==> src/common/station_pkg.sv <==
package station_pkg;
  // clock and timing
  localparam int CLK_HZ = 10_000_000;
  localparam int FAST_CPS = 40;
  localparam int SLOW_CPS = 20;
  localparam int FEED_MS = 250;
  // least spacing of characters, rounded up to whole cycles
  localparam int FAST_CYCLES = (CLK_HZ + FAST_CPS - 1) / FAST_CPS;
  localparam int SLOW_CYCLES = (CLK_HZ + SLOW_CPS - 1) / SLOW_CPS;
  localparam int FEED_CYCLES = (CLK_HZ / 1000) * FEED_MS;
  localparam int TIMER_W = 23;
  // character geometry
  localparam int CHAR_W = 8;
  localparam logic [6:0] CARD_COLS = 7'h50;
  localparam logic [6:0] LINE_COLS = 7'h50;
  localparam logic [CHAR_W-1:0] CODE_CR = 8'h0d;
  localparam logic [CHAR_W-1:0] CODE_LF = 8'h0a;
  // register map, byte addresses
  localparam logic [3:0] REG_CTRL = 4'h0;
  localparam logic [3:0] REG_STATUS = 4'h4;
  localparam logic [3:0] REG_COUNT = 4'h8;
  // control fields
  localparam int CTRL_MODE_LSB = 0;
  localparam int CTRL_EN_BIT = 4;
  localparam logic [4:0] CTRL_RST = 5'h00;
  // status fields
  localparam int ST_BUSY_BIT = 0;
  localparam int ST_LOCK_BIT = 1;
  localparam int ST_ALARM_BIT = 2;
  localparam int ST_FEED_BIT = 3;
  localparam int ST_CCOL_LSB = 8;
  localparam int ST_PCOL_LSB = 16;
  localparam int ST_MODE_LSB = 24;
  // card unit select on card_mode_o
  localparam logic [1:0] CARD_OFF = 2'h0;
  localparam logic [1:0] CARD_READ = 2'h1;
  localparam logic [1:0] CARD_PUNCH = 2'h2;

  typedef enum logic [1:0] {
    ST_IDLE = 2'b00,
    ST_CR = 2'b01,
    ST_LF = 2'b10
  } seq_t;

  // device functions of one operating mode
  typedef struct packed {
    logic rd;
    logic kbd;
    logic to_host;
    logic from_host;
    logic punch;
    logic print;
  } mode_t;

  function automatic mode_t decode_mode(input logic [3:0] m);
    mode_t f;
    f.rd = (m >= 4'h1) && (m <= 4'h3);
    f.kbd = (m >= 4'h4) && (m <= 4'h6);
    f.to_host = (m == 4'h1) || (m == 4'h3) || (m == 4'h6);
    f.from_host = (m >= 4'h7) && (m <= 4'h9);
    f.punch = (m == 4'h5) || (m == 4'h8) || (m == 4'h9);
    f.print = ((m >= 4'h2) && (m <= 4'h7)) || (m == 4'h9);
    return f;
  endfunction
endpackage

==> src/logic/station_control.sv <==
// Our own choices: the register offsets and the Wishbone slave port.
`timescale 1ns/1ps
module station_control #(
  parameter int FAST_CYC = station_pkg::FAST_CYCLES,
  parameter int SLOW_CYC = station_pkg::SLOW_CYCLES,
  parameter int FEED_CYC = station_pkg::FEED_CYCLES
) (
  // clock, reset, enable
  input wire logic clk_i,
  input wire logic rst_i,
  input wire logic ce_i,
  // wishbone slave
  input wire logic wb_cyc_i,
  input wire logic wb_stb_i,
  input wire logic wb_we_i,
  input wire logic [3:0] wb_adr_i,
  input wire logic [3:0] wb_sel_i,
  input wire logic [31:0] wb_dat_i,
  output logic [31:0] wb_dat_o,
  output logic wb_ack_o,
  // host output channel
  input wire logic [station_pkg::CHAR_W-1:0] host_out_data_i,
  input wire logic host_out_valid_i,
  output logic host_out_ack_o,
  output logic host_busy_o,
  // host input channel
  output logic [station_pkg::CHAR_W-1:0] host_in_data_o,
  output logic host_in_valid_o,
  input wire logic host_ready_busy_i,
  // keyboard pins
  input wire logic [station_pkg::CHAR_W-1:0] kbd_data_i,
  input wire logic kbd_strobe_i,
  output logic kbd_lock_o,
  // printer pins
  output logic [station_pkg::CHAR_W-1:0] prn_data_o,
  output logic prn_strobe_o,
  input wire logic prn_return_i,
  // card unit pins
  input wire logic [station_pkg::CHAR_W-1:0] card_data_i,
  input wire logic card_strobe_i,
  input wire logic card_skip_i,
  input wire logic card_punch_busy_i,
  input wire logic card_empty_i,
  output logic [station_pkg::CHAR_W-1:0] punch_data_o,
  output logic punch_strobe_o,
  output logic [1:0] card_mode_o,
  output logic alarm_o
);
  import station_pkg::*;

  // pin synchronisers: stage one feeds stage two only
  logic [CHAR_W-1:0] kbd_d1_reg, kbd_d2_reg, card_d1_reg, card_d2_reg;
  logic [5:0] pin1_reg, pin2_reg;
  logic kbd_prev_reg, card_prev_reg, skip_prev_reg;
  logic kbd_edge, card_edge, skip_edge;
  logic ret_s, punch_busy_s, empty_s;

  always_ff @(posedge clk_i) begin
    if (rst_i) begin
      kbd_d1_reg <= '0;
      kbd_d2_reg <= '0;
      card_d1_reg <= '0;
      card_d2_reg <= '0;
      pin1_reg <= '0;
      pin2_reg <= '0;
    end else if (ce_i) begin
      kbd_d1_reg <= kbd_data_i;
      kbd_d2_reg <= kbd_d1_reg;
      card_d1_reg <= card_data_i;
      card_d2_reg <= card_d1_reg;
      pin1_reg <= {card_empty_i, card_punch_busy_i, prn_return_i,
                   card_skip_i, card_strobe_i, kbd_strobe_i};
      pin2_reg <= pin1_reg;
    end
  end

  // edge detection on the second stage
  always_ff @(posedge clk_i) begin
    if (rst_i) begin
      kbd_prev_reg <= 1'b0;
      card_prev_reg <= 1'b0;
      skip_prev_reg <= 1'b0;
    end else if (ce_i) begin
      kbd_prev_reg <= pin2_reg[0];
      card_prev_reg <= pin2_reg[1];
      skip_prev_reg <= pin2_reg[2];
    end
  end

  assign kbd_edge = pin2_reg[0] && !kbd_prev_reg;
  assign card_edge = pin2_reg[1] && !card_prev_reg;
  assign skip_edge = pin2_reg[2] && !skip_prev_reg;
  assign ret_s = pin2_reg[3];
  assign punch_busy_s = pin2_reg[4];
  assign empty_s = pin2_reg[5];

  // control register and mode decode
  logic [4:0] ctrl_reg;
  logic [31:0] count_reg;
  mode_t f;
  logic on, card_active, bidir;
  logic to_host, from_host;

  assign on = ctrl_reg[CTRL_EN_BIT];
  assign f = on ? decode_mode(ctrl_reg[CTRL_MODE_LSB +: 4]) : '0;
  assign card_active = f.rd || f.punch;
  assign bidir = on && !card_active && (f.kbd || f.from_host);
  assign to_host = f.to_host || bidir;
  assign from_host = f.from_host || bidir;

  // forwarding state
  seq_t seq_reg;
  logic kbd_pend_reg, card_pend_reg;
  logic [CHAR_W-1:0] kbd_char_reg, card_char_reg;
  logic [6:0] ccol_reg, pcol_reg;
  logic [TIMER_W-1:0] feed_reg;
  logic feed_on, out_empty, stall, pace_ok, pace_start;
  logic take_host, take_card, take_kbd, take_any, card_wrap;
  logic [CHAR_W-1:0] ch;
  logic [TIMER_W-1:0] interval;

  assign feed_on = (feed_reg != '0);
  assign out_empty = f.punch && empty_s;
  // anything that holds back the station as a whole
  assign stall = ret_s || feed_on || out_empty;

  // one character per paced slot; host output has priority over local input
  assign take_host = on && (seq_reg == ST_IDLE) && pace_ok && !stall && !host_busy_o &&
                     from_host && host_out_valid_i;
  assign take_card = on && (seq_reg == ST_IDLE) && pace_ok && !stall &&
                     card_pend_reg && !take_host;
  assign take_kbd = on && (seq_reg == ST_IDLE) && pace_ok && !stall && kbd_pend_reg &&
                    !take_host && !take_card;
  assign take_any = take_host || take_card || take_kbd || (pace_ok && seq_reg != ST_IDLE);
  assign pace_start = take_any;
  // codes are shared across devices here, so translation is identity
  assign ch = take_host ? host_out_data_i : (take_card ? card_char_reg : kbd_char_reg);
  assign card_wrap = (take_card || (skip_edge && f.rd) ||
                      (f.punch && (take_host || take_kbd))) && (ccol_reg == CARD_COLS - 7'h01);
  assign interval = card_active ? TIMER_W'(SLOW_CYC) : TIMER_W'(FAST_CYC);

  rate_pacer pacer (
    .clk_i(clk_i),
    .rst_i(rst_i),
    .ce_i(ce_i),
    .start_i(pace_start),
    .interval_i(interval),
    .ready_o(pace_ok)
  );

  // pending local characters; a new strobe in the take cycle wins
  always_ff @(posedge clk_i) begin
    if (rst_i) begin
      kbd_pend_reg <= 1'b0;
      card_pend_reg <= 1'b0;
      kbd_char_reg <= '0;
      card_char_reg <= '0;
    end else if (ce_i) begin
      if (kbd_edge && f.kbd && !kbd_lock_o) begin
        kbd_pend_reg <= 1'b1;
        kbd_char_reg <= kbd_d2_reg;
      end else if (take_kbd) begin
        kbd_pend_reg <= 1'b0;
      end
      if (card_edge && f.rd) begin
        card_pend_reg <= 1'b1;
        card_char_reg <= card_d2_reg;
      end else if (take_card) begin
        card_pend_reg <= 1'b0;
      end
    end
  end

  // card column count and feed cycle after the last column
  always_ff @(posedge clk_i) begin
    if (rst_i) begin
      ccol_reg <= '0;
      feed_reg <= '0;
    end else if (ce_i) begin
      if (card_wrap) begin
        ccol_reg <= '0;
        feed_reg <= TIMER_W'(FEED_CYC);
      end else begin
        if (take_card || (skip_edge && f.rd) || (f.punch && (take_host || take_kbd))) begin
          ccol_reg <= ccol_reg + 7'h01;
        end
        if (feed_on) begin
          feed_reg <= feed_reg - 23'h000001;
        end
      end
    end
  end

  // end-of-card line ending toward the printer
  always_ff @(posedge clk_i) begin
    if (rst_i) begin
      seq_reg <= ST_IDLE;
    end else if (ce_i) begin
      case (seq_reg)
        ST_IDLE: begin
          if (card_wrap && f.rd && f.print) begin
            seq_reg <= ST_CR;
          end
        end
        ST_CR: begin
          if (pace_ok) begin
            seq_reg <= ST_LF;
          end
        end
        ST_LF: begin
          if (pace_ok) begin
            seq_reg <= ST_IDLE;
          end
        end
        default: begin
          seq_reg <= ST_IDLE;
        end
      endcase
    end
  end

  // device outputs: one strobe per character to each active device, except printer chars past the margin
  always_ff @(posedge clk_i) begin
    if (rst_i) begin
      prn_data_o <= '0;
      prn_strobe_o <= 1'b0;
      punch_data_o <= '0;
      punch_strobe_o <= 1'b0;
      host_in_data_o <= '0;
      host_in_valid_o <= 1'b0;
      host_out_ack_o <= 1'b0;
      pcol_reg <= '0;
    end else if (ce_i) begin
      prn_strobe_o <= 1'b0;
      punch_strobe_o <= 1'b0;
      host_in_valid_o <= 1'b0;
      host_out_ack_o <= take_host;
      if (pace_ok && seq_reg != ST_IDLE) begin
        prn_data_o <= (seq_reg == ST_CR) ? CODE_CR : CODE_LF;
        prn_strobe_o <= 1'b1;
        if (seq_reg == ST_CR) begin
          pcol_reg <= '0;
        end
      end else if (take_host || take_card || take_kbd) begin
        // line ends only when CR arrives, extra characters past the margin are dropped
        if (f.print || bidir) begin
          if (ch == CODE_CR) begin
            pcol_reg <= '0;
            prn_data_o <= ch;
            prn_strobe_o <= 1'b1;
          end else if (ch == CODE_LF) begin
            prn_data_o <= ch;
            prn_strobe_o <= 1'b1;
          end else if (pcol_reg < LINE_COLS) begin
            pcol_reg <= pcol_reg + 7'h01;
            prn_data_o <= ch;
            prn_strobe_o <= 1'b1;
          end
        end
        if (f.punch && !take_card) begin
          punch_data_o <= ch;
          punch_strobe_o <= 1'b1;
        end
        if (to_host && !take_host) begin
          host_in_data_o <= ch;
          host_in_valid_o <= 1'b1;
        end
      end
    end
  end

  // status pins and busy toward the host
  always_ff @(posedge clk_i) begin
    if (rst_i) begin
      host_busy_o <= 1'b1;
      kbd_lock_o <= 1'b1;
      alarm_o <= 1'b0;
      card_mode_o <= CARD_OFF;
    end else if (ce_i) begin
      host_busy_o <= stall || (seq_reg != ST_IDLE) || !from_host || take_host;
      kbd_lock_o <= !(f.print || bidir) || host_ready_busy_i ||
                    (f.punch && (punch_busy_s || empty_s));
      alarm_o <= out_empty;
      // reader and punch are never both decoded, so one select suffices
      card_mode_o <= f.rd ? CARD_READ : (f.punch ? CARD_PUNCH : CARD_OFF);
    end
  end

  // wishbone slave, ack one cycle after the strobe, dropped the cycle after
  always_ff @(posedge clk_i) begin
    if (rst_i) begin
      wb_ack_o <= 1'b0;
      wb_dat_o <= '0;
      ctrl_reg <= CTRL_RST;
      count_reg <= '0;
    end else if (ce_i) begin
      wb_ack_o <= wb_cyc_i && wb_stb_i && !wb_ack_o;
      if (take_host || take_card || take_kbd) begin
        count_reg <= count_reg + 32'h00000001;
      end
      if (wb_cyc_i && wb_stb_i && !wb_ack_o) begin
        wb_dat_o <= '0;
        if (wb_we_i && wb_adr_i == REG_CTRL && wb_sel_i[0]) begin
          ctrl_reg <= wb_dat_i[4:0];
        end
        if (!wb_we_i) begin
          case (wb_adr_i)
            REG_CTRL: wb_dat_o <= {27'h0, ctrl_reg};
            REG_STATUS: begin
              wb_dat_o[ST_BUSY_BIT] <= host_busy_o;
              wb_dat_o[ST_LOCK_BIT] <= kbd_lock_o;
              wb_dat_o[ST_ALARM_BIT] <= alarm_o;
              wb_dat_o[ST_FEED_BIT] <= feed_on;
              wb_dat_o[ST_CCOL_LSB +: 7] <= ccol_reg;
              wb_dat_o[ST_PCOL_LSB +: 7] <= pcol_reg;
              wb_dat_o[ST_MODE_LSB +: 2] <= seq_reg;
            end
            REG_COUNT: wb_dat_o <= count_reg;
            default: wb_dat_o <= '0;
          endcase
        end
      end
    end
  end
endmodule

==> src/logic/rate_pacer.sv <==
`timescale 1ns/1ps
// spacing timer: after each start, ready stays low for interval-1 cycles, so starts are interval cycles apart
module rate_pacer (
  // clock and control
  input wire logic clk_i,
  input wire logic rst_i,
  input wire logic ce_i,
  // pacing
  input wire logic start_i,
  input wire logic [station_pkg::TIMER_W-1:0] interval_i,
  output logic ready_o
);
  import station_pkg::*;

  logic [TIMER_W-1:0] count_reg;

  // countdown; ready is the counter at zero so a start costs no extra cycle
  always_ff @(posedge clk_i) begin
    if (rst_i) begin
      count_reg <= '0;
    end else if (ce_i) begin
      if (start_i) begin
        count_reg <= interval_i - 23'h000001;
      end else if (count_reg != '0) begin
        count_reg <= count_reg - 23'h000001;
      end
    end
  end

  assign ready_o = (count_reg == '0);
endmodule

==> config.mk <==
export PLATFORM = sky130hd
export DESIGN_NAME = station_control
export DESIGN_NICKNAME = d
export VERILOG_FILES = /design/src/common/station_pkg.sv /design/src/logic/station_control.sv /design/src/logic/rate_pacer.sv
export SDC_FILE = /design/constraint.sdc
export NUM_CORES = 1
export LEC_CHECK = 0
export BUFFER_PORTS_ARGS = -buffer_cell sky130_fd_sc_hd__buf_2
export CAP_MARGIN = 15
export CORE_UTILIZATION = 60
export DETAILED_ROUTE_END_ITERATION = 12
export PLACE_DENSITY = 0.83
export SLEW_MARGIN = 5
export SYNTH_ARGS = -nofsm -noshare
export SYNTH_HDL_FRONTEND = slang
export SYNTH_SLANG_ARGS = --single-unit
==> constraint.sdc <==
create_clock -name clk_i -period 9.04 [get_ports clk_i]
set_clock_uncertainty 0.15 [all_clocks]
set_input_delay 0 -clock clk_i [delete_from_list [all_inputs] [get_ports clk_i]]
set_output_delay 0 -clock clk_i [all_outputs]
set_load 0.005 [all_outputs]
Yosys cells after proc, flatten, opt, wreduce, memory -nomap -nowiden:

Cells that the tools add are included.

* bits in registers: 230
* output and inout bits: 66
* bits of input ports: 78

* order comparisons: 9
* mux-type cells: 55
* eq/ne operators: 18
* reductions and logical operators: 103
* bitwise gates (word level): 1
* $add $sub $neg: 6

Operators with widths (number)
* $mux 23: 4
* $mux 8: 8
* $mux 7: 9
* $reduce_bool 23->1: 2
* $sub 23x1->23 const B: 2
* $logic_and 1x1->1: 37
* $add 32x1->32 const B: 1
* $mux 32: 1
* $pmux 7 s2: 2
* $logic_or 1x1->1: 24
* $logic_not 23->1: 1
* $sub 19x1->20 const B: 1
* $mux 19: 1
* $mux 1: 18
* $reduce_and 2->1: 9
* $eq 8x4->1 const B: 2
* $reduce_and 4->1: 4
* $reduce_bool 2->1: 8
* $add 7x1->7 const B: 2
* $eq 4x3->1 const B: 3
* $eq 4x4->1 const B: 3
* $logic_not 1->1: 12
* $mux 6: 2
* $pmux 4 s3: 1
* 27 further kinds: 35

Longest topological paths before layout:

* word-level depth: 23
* depth in mapped cells: 13
* gate-level depth less buffers: 11

Cells and area by module:

A second synthesis with hierarchy kept.

* cell total of the unflattened synthesis: 1247
* area total of the unflattened synthesis: 10869.2 µm²

By module, submodules not included
* station_control: area each 8898.5 µm², cells an instance 987, times used 1
* rate_pacer: area each 1970.6 µm², cells an instance 260, times used 1

Least setup slack after synthesis:

Ideal clock, no wire load.

* kind: reg-to-reg
* from: reg pacer.count_reg[11]
* to: reg prn_data_o[4] (netlist name)
* setup slack: 5.837 ns
* stages on the path, launching flop included: 12
* arrival: 2.977 ns
* path through: dfxtp_1 or2_1 or4_1 buf_2 nor3_4 a31oi_1 a21o_1 or3_1 buf_2 a21o_4 a2111o_1 o22ai_1

* cells in the longest elaborated chain, start to end: 16
* elaborated cells between the ends (all ways): 30
* classes of those cells: eq/ne: 2; mux: 8; reduce/logical: 20

RTL lines
* from (decl): line rate_pacer.sv:15 `logic [TIMER_W-1:0] count_reg;`
* from (signal assigned): line rate_pacer.sv:23 `count_reg <= interval_i - 23'h000001;`
* from (signal assigned): line rate_pacer.sv:25 `count_reg <= count_reg - 23'h000001;`
* $logic_not 23->1 (*): line rate_pacer.sv:30 `assign ready_o = (count_reg == '0);`
* $logic_and 1x1->1 (2 in a row): line station_control.sv:128, station_control.sv:130, station_control.sv:132
* $logic_and 1x1->1 (2 in a row): line station_control.sv:128 `assign take_host = on && (seq_reg == ST_IDLE) && pace_ok && !stall && !host_busy_o &&`
* $logic_and 1x1->1: line station_control.sv:129 `from_host && host_out_valid_i;`
* $logic_not 1->1: line station_control.sv:131, station_control.sv:133
* $logic_and 1x1->1: line station_control.sv:131 `card_pend_reg && !take_host;`
* $mux 8 (2 in a row): line station_control.sv:137 `assign ch = take_host ? host_out_data_i : (take_card ? card_char_reg : kbd_char_reg);`
* $eq 8x4->1 / $mux 8 (equally long branches): line station_control.sv:251, station_control.sv:254
* $mux 8: line station_control.sv:251 `end else if (ch == CODE_LF) begin`
* $mux 8: line station_control.sv:247 `if (ch == CODE_CR) begin`
* $mux 8: line station_control.sv:246 `if (f.print || bidir) begin`
* $mux 8: line station_control.sv:244 `end else if (take_host || take_card || take_kbd) begin`
* $mux 8: line station_control.sv:238 `if (pace_ok && seq_reg != ST_IDLE) begin`
* to (signal assigned): line station_control.sv:239 `prn_data_o <= (seq_reg == ST_CR) ? CODE_CR : CODE_LF;`
* to (signal assigned): line station_control.sv:249 `prn_data_o <= ch;`
* to (signal assigned): line station_control.sv:252 `prn_data_o <= ch;`
* to (decl): line station_control.sv:35 `output logic [station_pkg::CHAR_W-1:0] prn_data_o,`

Mark *: on every way between the ends. The rest lies on a longest branch, timed or not. The select of a mux whose other input is x is not followed.
A chain may end at the register's enable or synchronous reset.

Final worst setup path:

* from: reg feed_reg[5]
* to: reg feed_reg[15]

* cells in the longest elaborated chain, start to end: 18
* elaborated cells between the ends (all ways): 25
* classes of those cells: add/sub: 1; mux: 2; reduce/logical: 22

RTL lines
* from (decl): line station_control.sv:116 `logic [TIMER_W-1:0] feed_reg;`
* from (signal assigned): line station_control.sv:182 `feed_reg <= TIMER_W'(FEED_CYC);`
* from (signal assigned): line station_control.sv:188 `feed_reg <= feed_reg - 23'h000001;`
* $reduce_bool 23->1: line station_control.sv:122 `assign feed_on = (feed_reg != '0);`
* $logic_or 1x1->1 (2 in a row): line station_control.sv:125 `assign stall = ret_s || feed_on || out_empty;`
* $logic_not 1->1: line station_control.sv:128, station_control.sv:130, station_control.sv:132
* $logic_and 1x1->1: line station_control.sv:128, station_control.sv:130, station_control.sv:132
* $logic_and 1x1->1 (2 in a row): line station_control.sv:128
* $logic_and 1x1->1: line station_control.sv:129
* $logic_not 1->1: line station_control.sv:131, station_control.sv:133
* $logic_and 1x1->1: line station_control.sv:131
* $logic_not 1->1: line station_control.sv:133 `!take_host && !take_card;`
* $logic_and 1x1->1: line station_control.sv:133
* $logic_or 1x1->1: line station_control.sv:139 `(f.punch && (take_host || take_kbd))) && (ccol_reg == CARD_COLS - 7'h01);`
* $logic_and 1x1->1: line station_control.sv:139
* $logic_or 1x1->1: line station_control.sv:138 `assign card_wrap = (take_card || (skip_edge && f.rd) ||`
* $logic_and 1x1->1: line station_control.sv:139
* $reduce_bool 2->1 (no line)
* $reduce_and 2->1 (no line)

Several ways; a longest one is shown, not always the timed one. The select of a mux whose other input is x is not followed.

==> flow_summary.json <==
{
  "cts_tree": "done",
  "grt-busiest-layer": "met2",
  "hpwl_mm": 17.5,
  "slew_headroom": 0.253,
  "initial_core_util": 0.616,
  "tns_ps": 0,
  "finalCritPeriodShare": 0.476,
  "num_rows": 47,
  "worst_slack_ps": 4740,
  "yosys.area.top_type": "dfxtp_1",
  "finalHoldViolCount": 0,
  "worstSetupPathType": "register to register",
  "cts_root_buf": "clkbuf_16",
  "worstRegToRegCells": 9,
  "yosysWarnings": 0,
  "synth_seq_cells": 230,
  "area_growth_pct": 20.1,
  "status": "complete, no violations",
  "hp-class": "input pin to register",
  "firstDrtPassIters": 6,
  "via_per_inst": 6.00,
  "grt_start_max_net_pins": 117,
  "path_cells": "nor4_1, nand2_1, nor3_1, nand3_1, o21ai_1, and2_1, nand2_1, nand2_1, nor2_1",
  "worstPathRequired_ps": 9260,
  "dr_total_vias": 9388,
  "coreArea_um2": 16600,
  "r2r_slack_ps": 4740,
  "vdd_drop_max_v": 0.000178,
  "dpl_cell_area_um2": 10900,
  "yosysMostFrequentCell": "dfxtp_1",
  "drt_iter0_markers": 790,
  "cp_data_arrival_time_ps": 4530,
  "setup_viol_count_final": 0,
  "yosys.area.top_type_share": 0.451,
  "tightestPinTransition_ps": 1120,
  "placed_cells": 1461,
  "chipWidth_um": 132,
  "synthArstFlopShare": 0,
  "syn-cell-area_um2": 10200,
  "startpoint_type": "register",
  "synth_cells": 1182,
  "io_buffers": 113,
  "ios": 144,
  "die_area_um2": 17500,
  "wl_mm": 27.4,
  "clock_sinks": 230,
  "finalInstanceArea_um2": 12300,
  "leakage_nw": 4.82,
  "rsz0062_at_grt": "no",
  "cts_buffers": 24,
  "end_kind": "register",
  "antenna_cells": 0,
  "synthFlopType": "dfxtp_1",
  "total_power_w": 0.00311,
  "htreeDepth": 1,
  "max-clock-path-buffers": 3,
  "fin_crit_ps": 4300,
  "power-per-cell-area_nw_per_um2": 254,
  "slew_viol_final": 0,
  "nets": 1411,
  "met2_usage": 0.528,
  "dp_slack_ps": 4950,
  "die_h_um": 132,
  "hold_path_depth": 5,
  "routabilityCongestion": 0.914,
  "fillers": 1216,
  "clock.fmax_mhz": 232,
  "worstPathMaxFanout": 17,
  "drive_above_1_share": 0.132,
  "grt_antenna_before_repair": 0,
  "yosys-top-cells-area": "dfxtp_1 (45%), mux2i_1 (8.3%), nor2_1 (8.3%), xnor2_1 (3.5%), a21oi_1 (3.2%)",
  "gr-usage-met3": 0.0456,
  "met1_usage": 0.383,
  "avgRoutedWirePerCell_um": 17.5,
  "synth-edff-count": 0,
  "clkSlewWorstSetupHoldPaths_ps": 60,
  "yosysUniqueCellTypes": 63,
  "seq_area_frac_synth": 0.451,
  "grt_pass1_vias": 9007,
  "ant_nets": 0,
  "synth_top_cells_by_count": "dfxtp_1 (230), nor2_1 (226), mux2i_1 (85)",
  "instances_no_fill": 1564,
  "syn_nets": 1267,
  "cp_common_cell": "nand2_1",
  "avgSynthCellArea_um2": 8.64,
  "cap_violations": 0,
  "clk_latency_ps": 520,
  "crit_path_max_incr_delay_ps": 660,
  "gr-total-overflow": 0,
  "drc": 0,
  "cp_slowest_cell": "nor3_1",
  "track_usage": 0.308,
  "grt_pass1_wl_mm": 44.2
}
## cell type report
class                      instances  area, um^2  area share
clock buffer                      35         682      0.0556
clock inverter                     9         109     0.00888
inverter                          31         116     0.00949
multi-input combinational        860        5260       0.429
sequential                       230        4600       0.375
tap                              220         275      0.0224
timing repair buffer             179        1210      0.0991
## cells by family after synthesis
| group | synth area share |
|---|---|
| AOI/OAI and AO/OA | 0.140 |
| xor gates and xnor gates | 0.0506 |
| adders and majority gates | 0.00858 |
| buffers and inverters | 0.0352 |
| DFF | 0.451 |
| muxes | 0.0844 |
| and+or+nand+nor | 0.230 |
## layer usage
layer  vias up  part of all wire
li1       4508                 -
met1      4422              0.41
met2       367              0.48
met3        91             0.065
met4         0             0.041
met5         -                 0
## placed cells by master, fill, tap and decap left out, drive strengths merged, types with 7 or more instances in the layout
master and count:
nand2b 7, mux2i 85, and2 12, dfxtp 230
clkbuf 35, a22oi 20, a21oi 66, o22ai 9
dlygate4sd3 58, inv 30, nand4 13, o21ai 41
buf 121, clkinv 7, or2 9, nor2 226
a211oi 11, a222oi 16, xnor2 41, a31oi 11
nor3 35, nand2 65, and3 13, o31ai 10
ha 7, nor4 27, or3 25, xor2 18
nand3 30
## critical path: cells and delay by family (launching register included)
| kind | cells | cell delay, ps |
|---|---|---|
| flops | 1 | 350 |
| simple gates | 8 | 3120 |
| compound gates | 1 | 540 |
## worst paths after layout
| path | from | end |
|---|---|---|
| setup / recovery | feed_reg[5] | feed_reg[15] |
| hold / removal | wb_adr_i[1] | wb_dat_o[2] |
| setup reg to reg | feed_reg[5] | feed_reg[15] |
| hold reg to reg | host_in_valid_o | host_in_valid_o |
## metrics by stage
step	utilization	hold slack, ps
after floorplan	-	-2.84
after global placement	0.656	82.3
after detailed placement	0.656	91.9
after CTS	0.739	6.58
after global routing	0.740	45.8
final	0.740	20.3
## report_power, final
group | switching [W] | internal, W | total (W)
combinational | 0.000566 | 0.000348 | 0.000913
clock | 0.000404 | 0.000582 | 0.000986
sequential | 0.0000979 | 0.00111 | 0.00121
total | 0.00107 | 0.00204 | 0.00311
## what timing repair did
action                    CTS  global route
buffers inserted            0             0
hold endpoints to repair  146             0
hold buffers               58             0
gates resized for setup     0             0
Power figures use the tool's default switching activity.
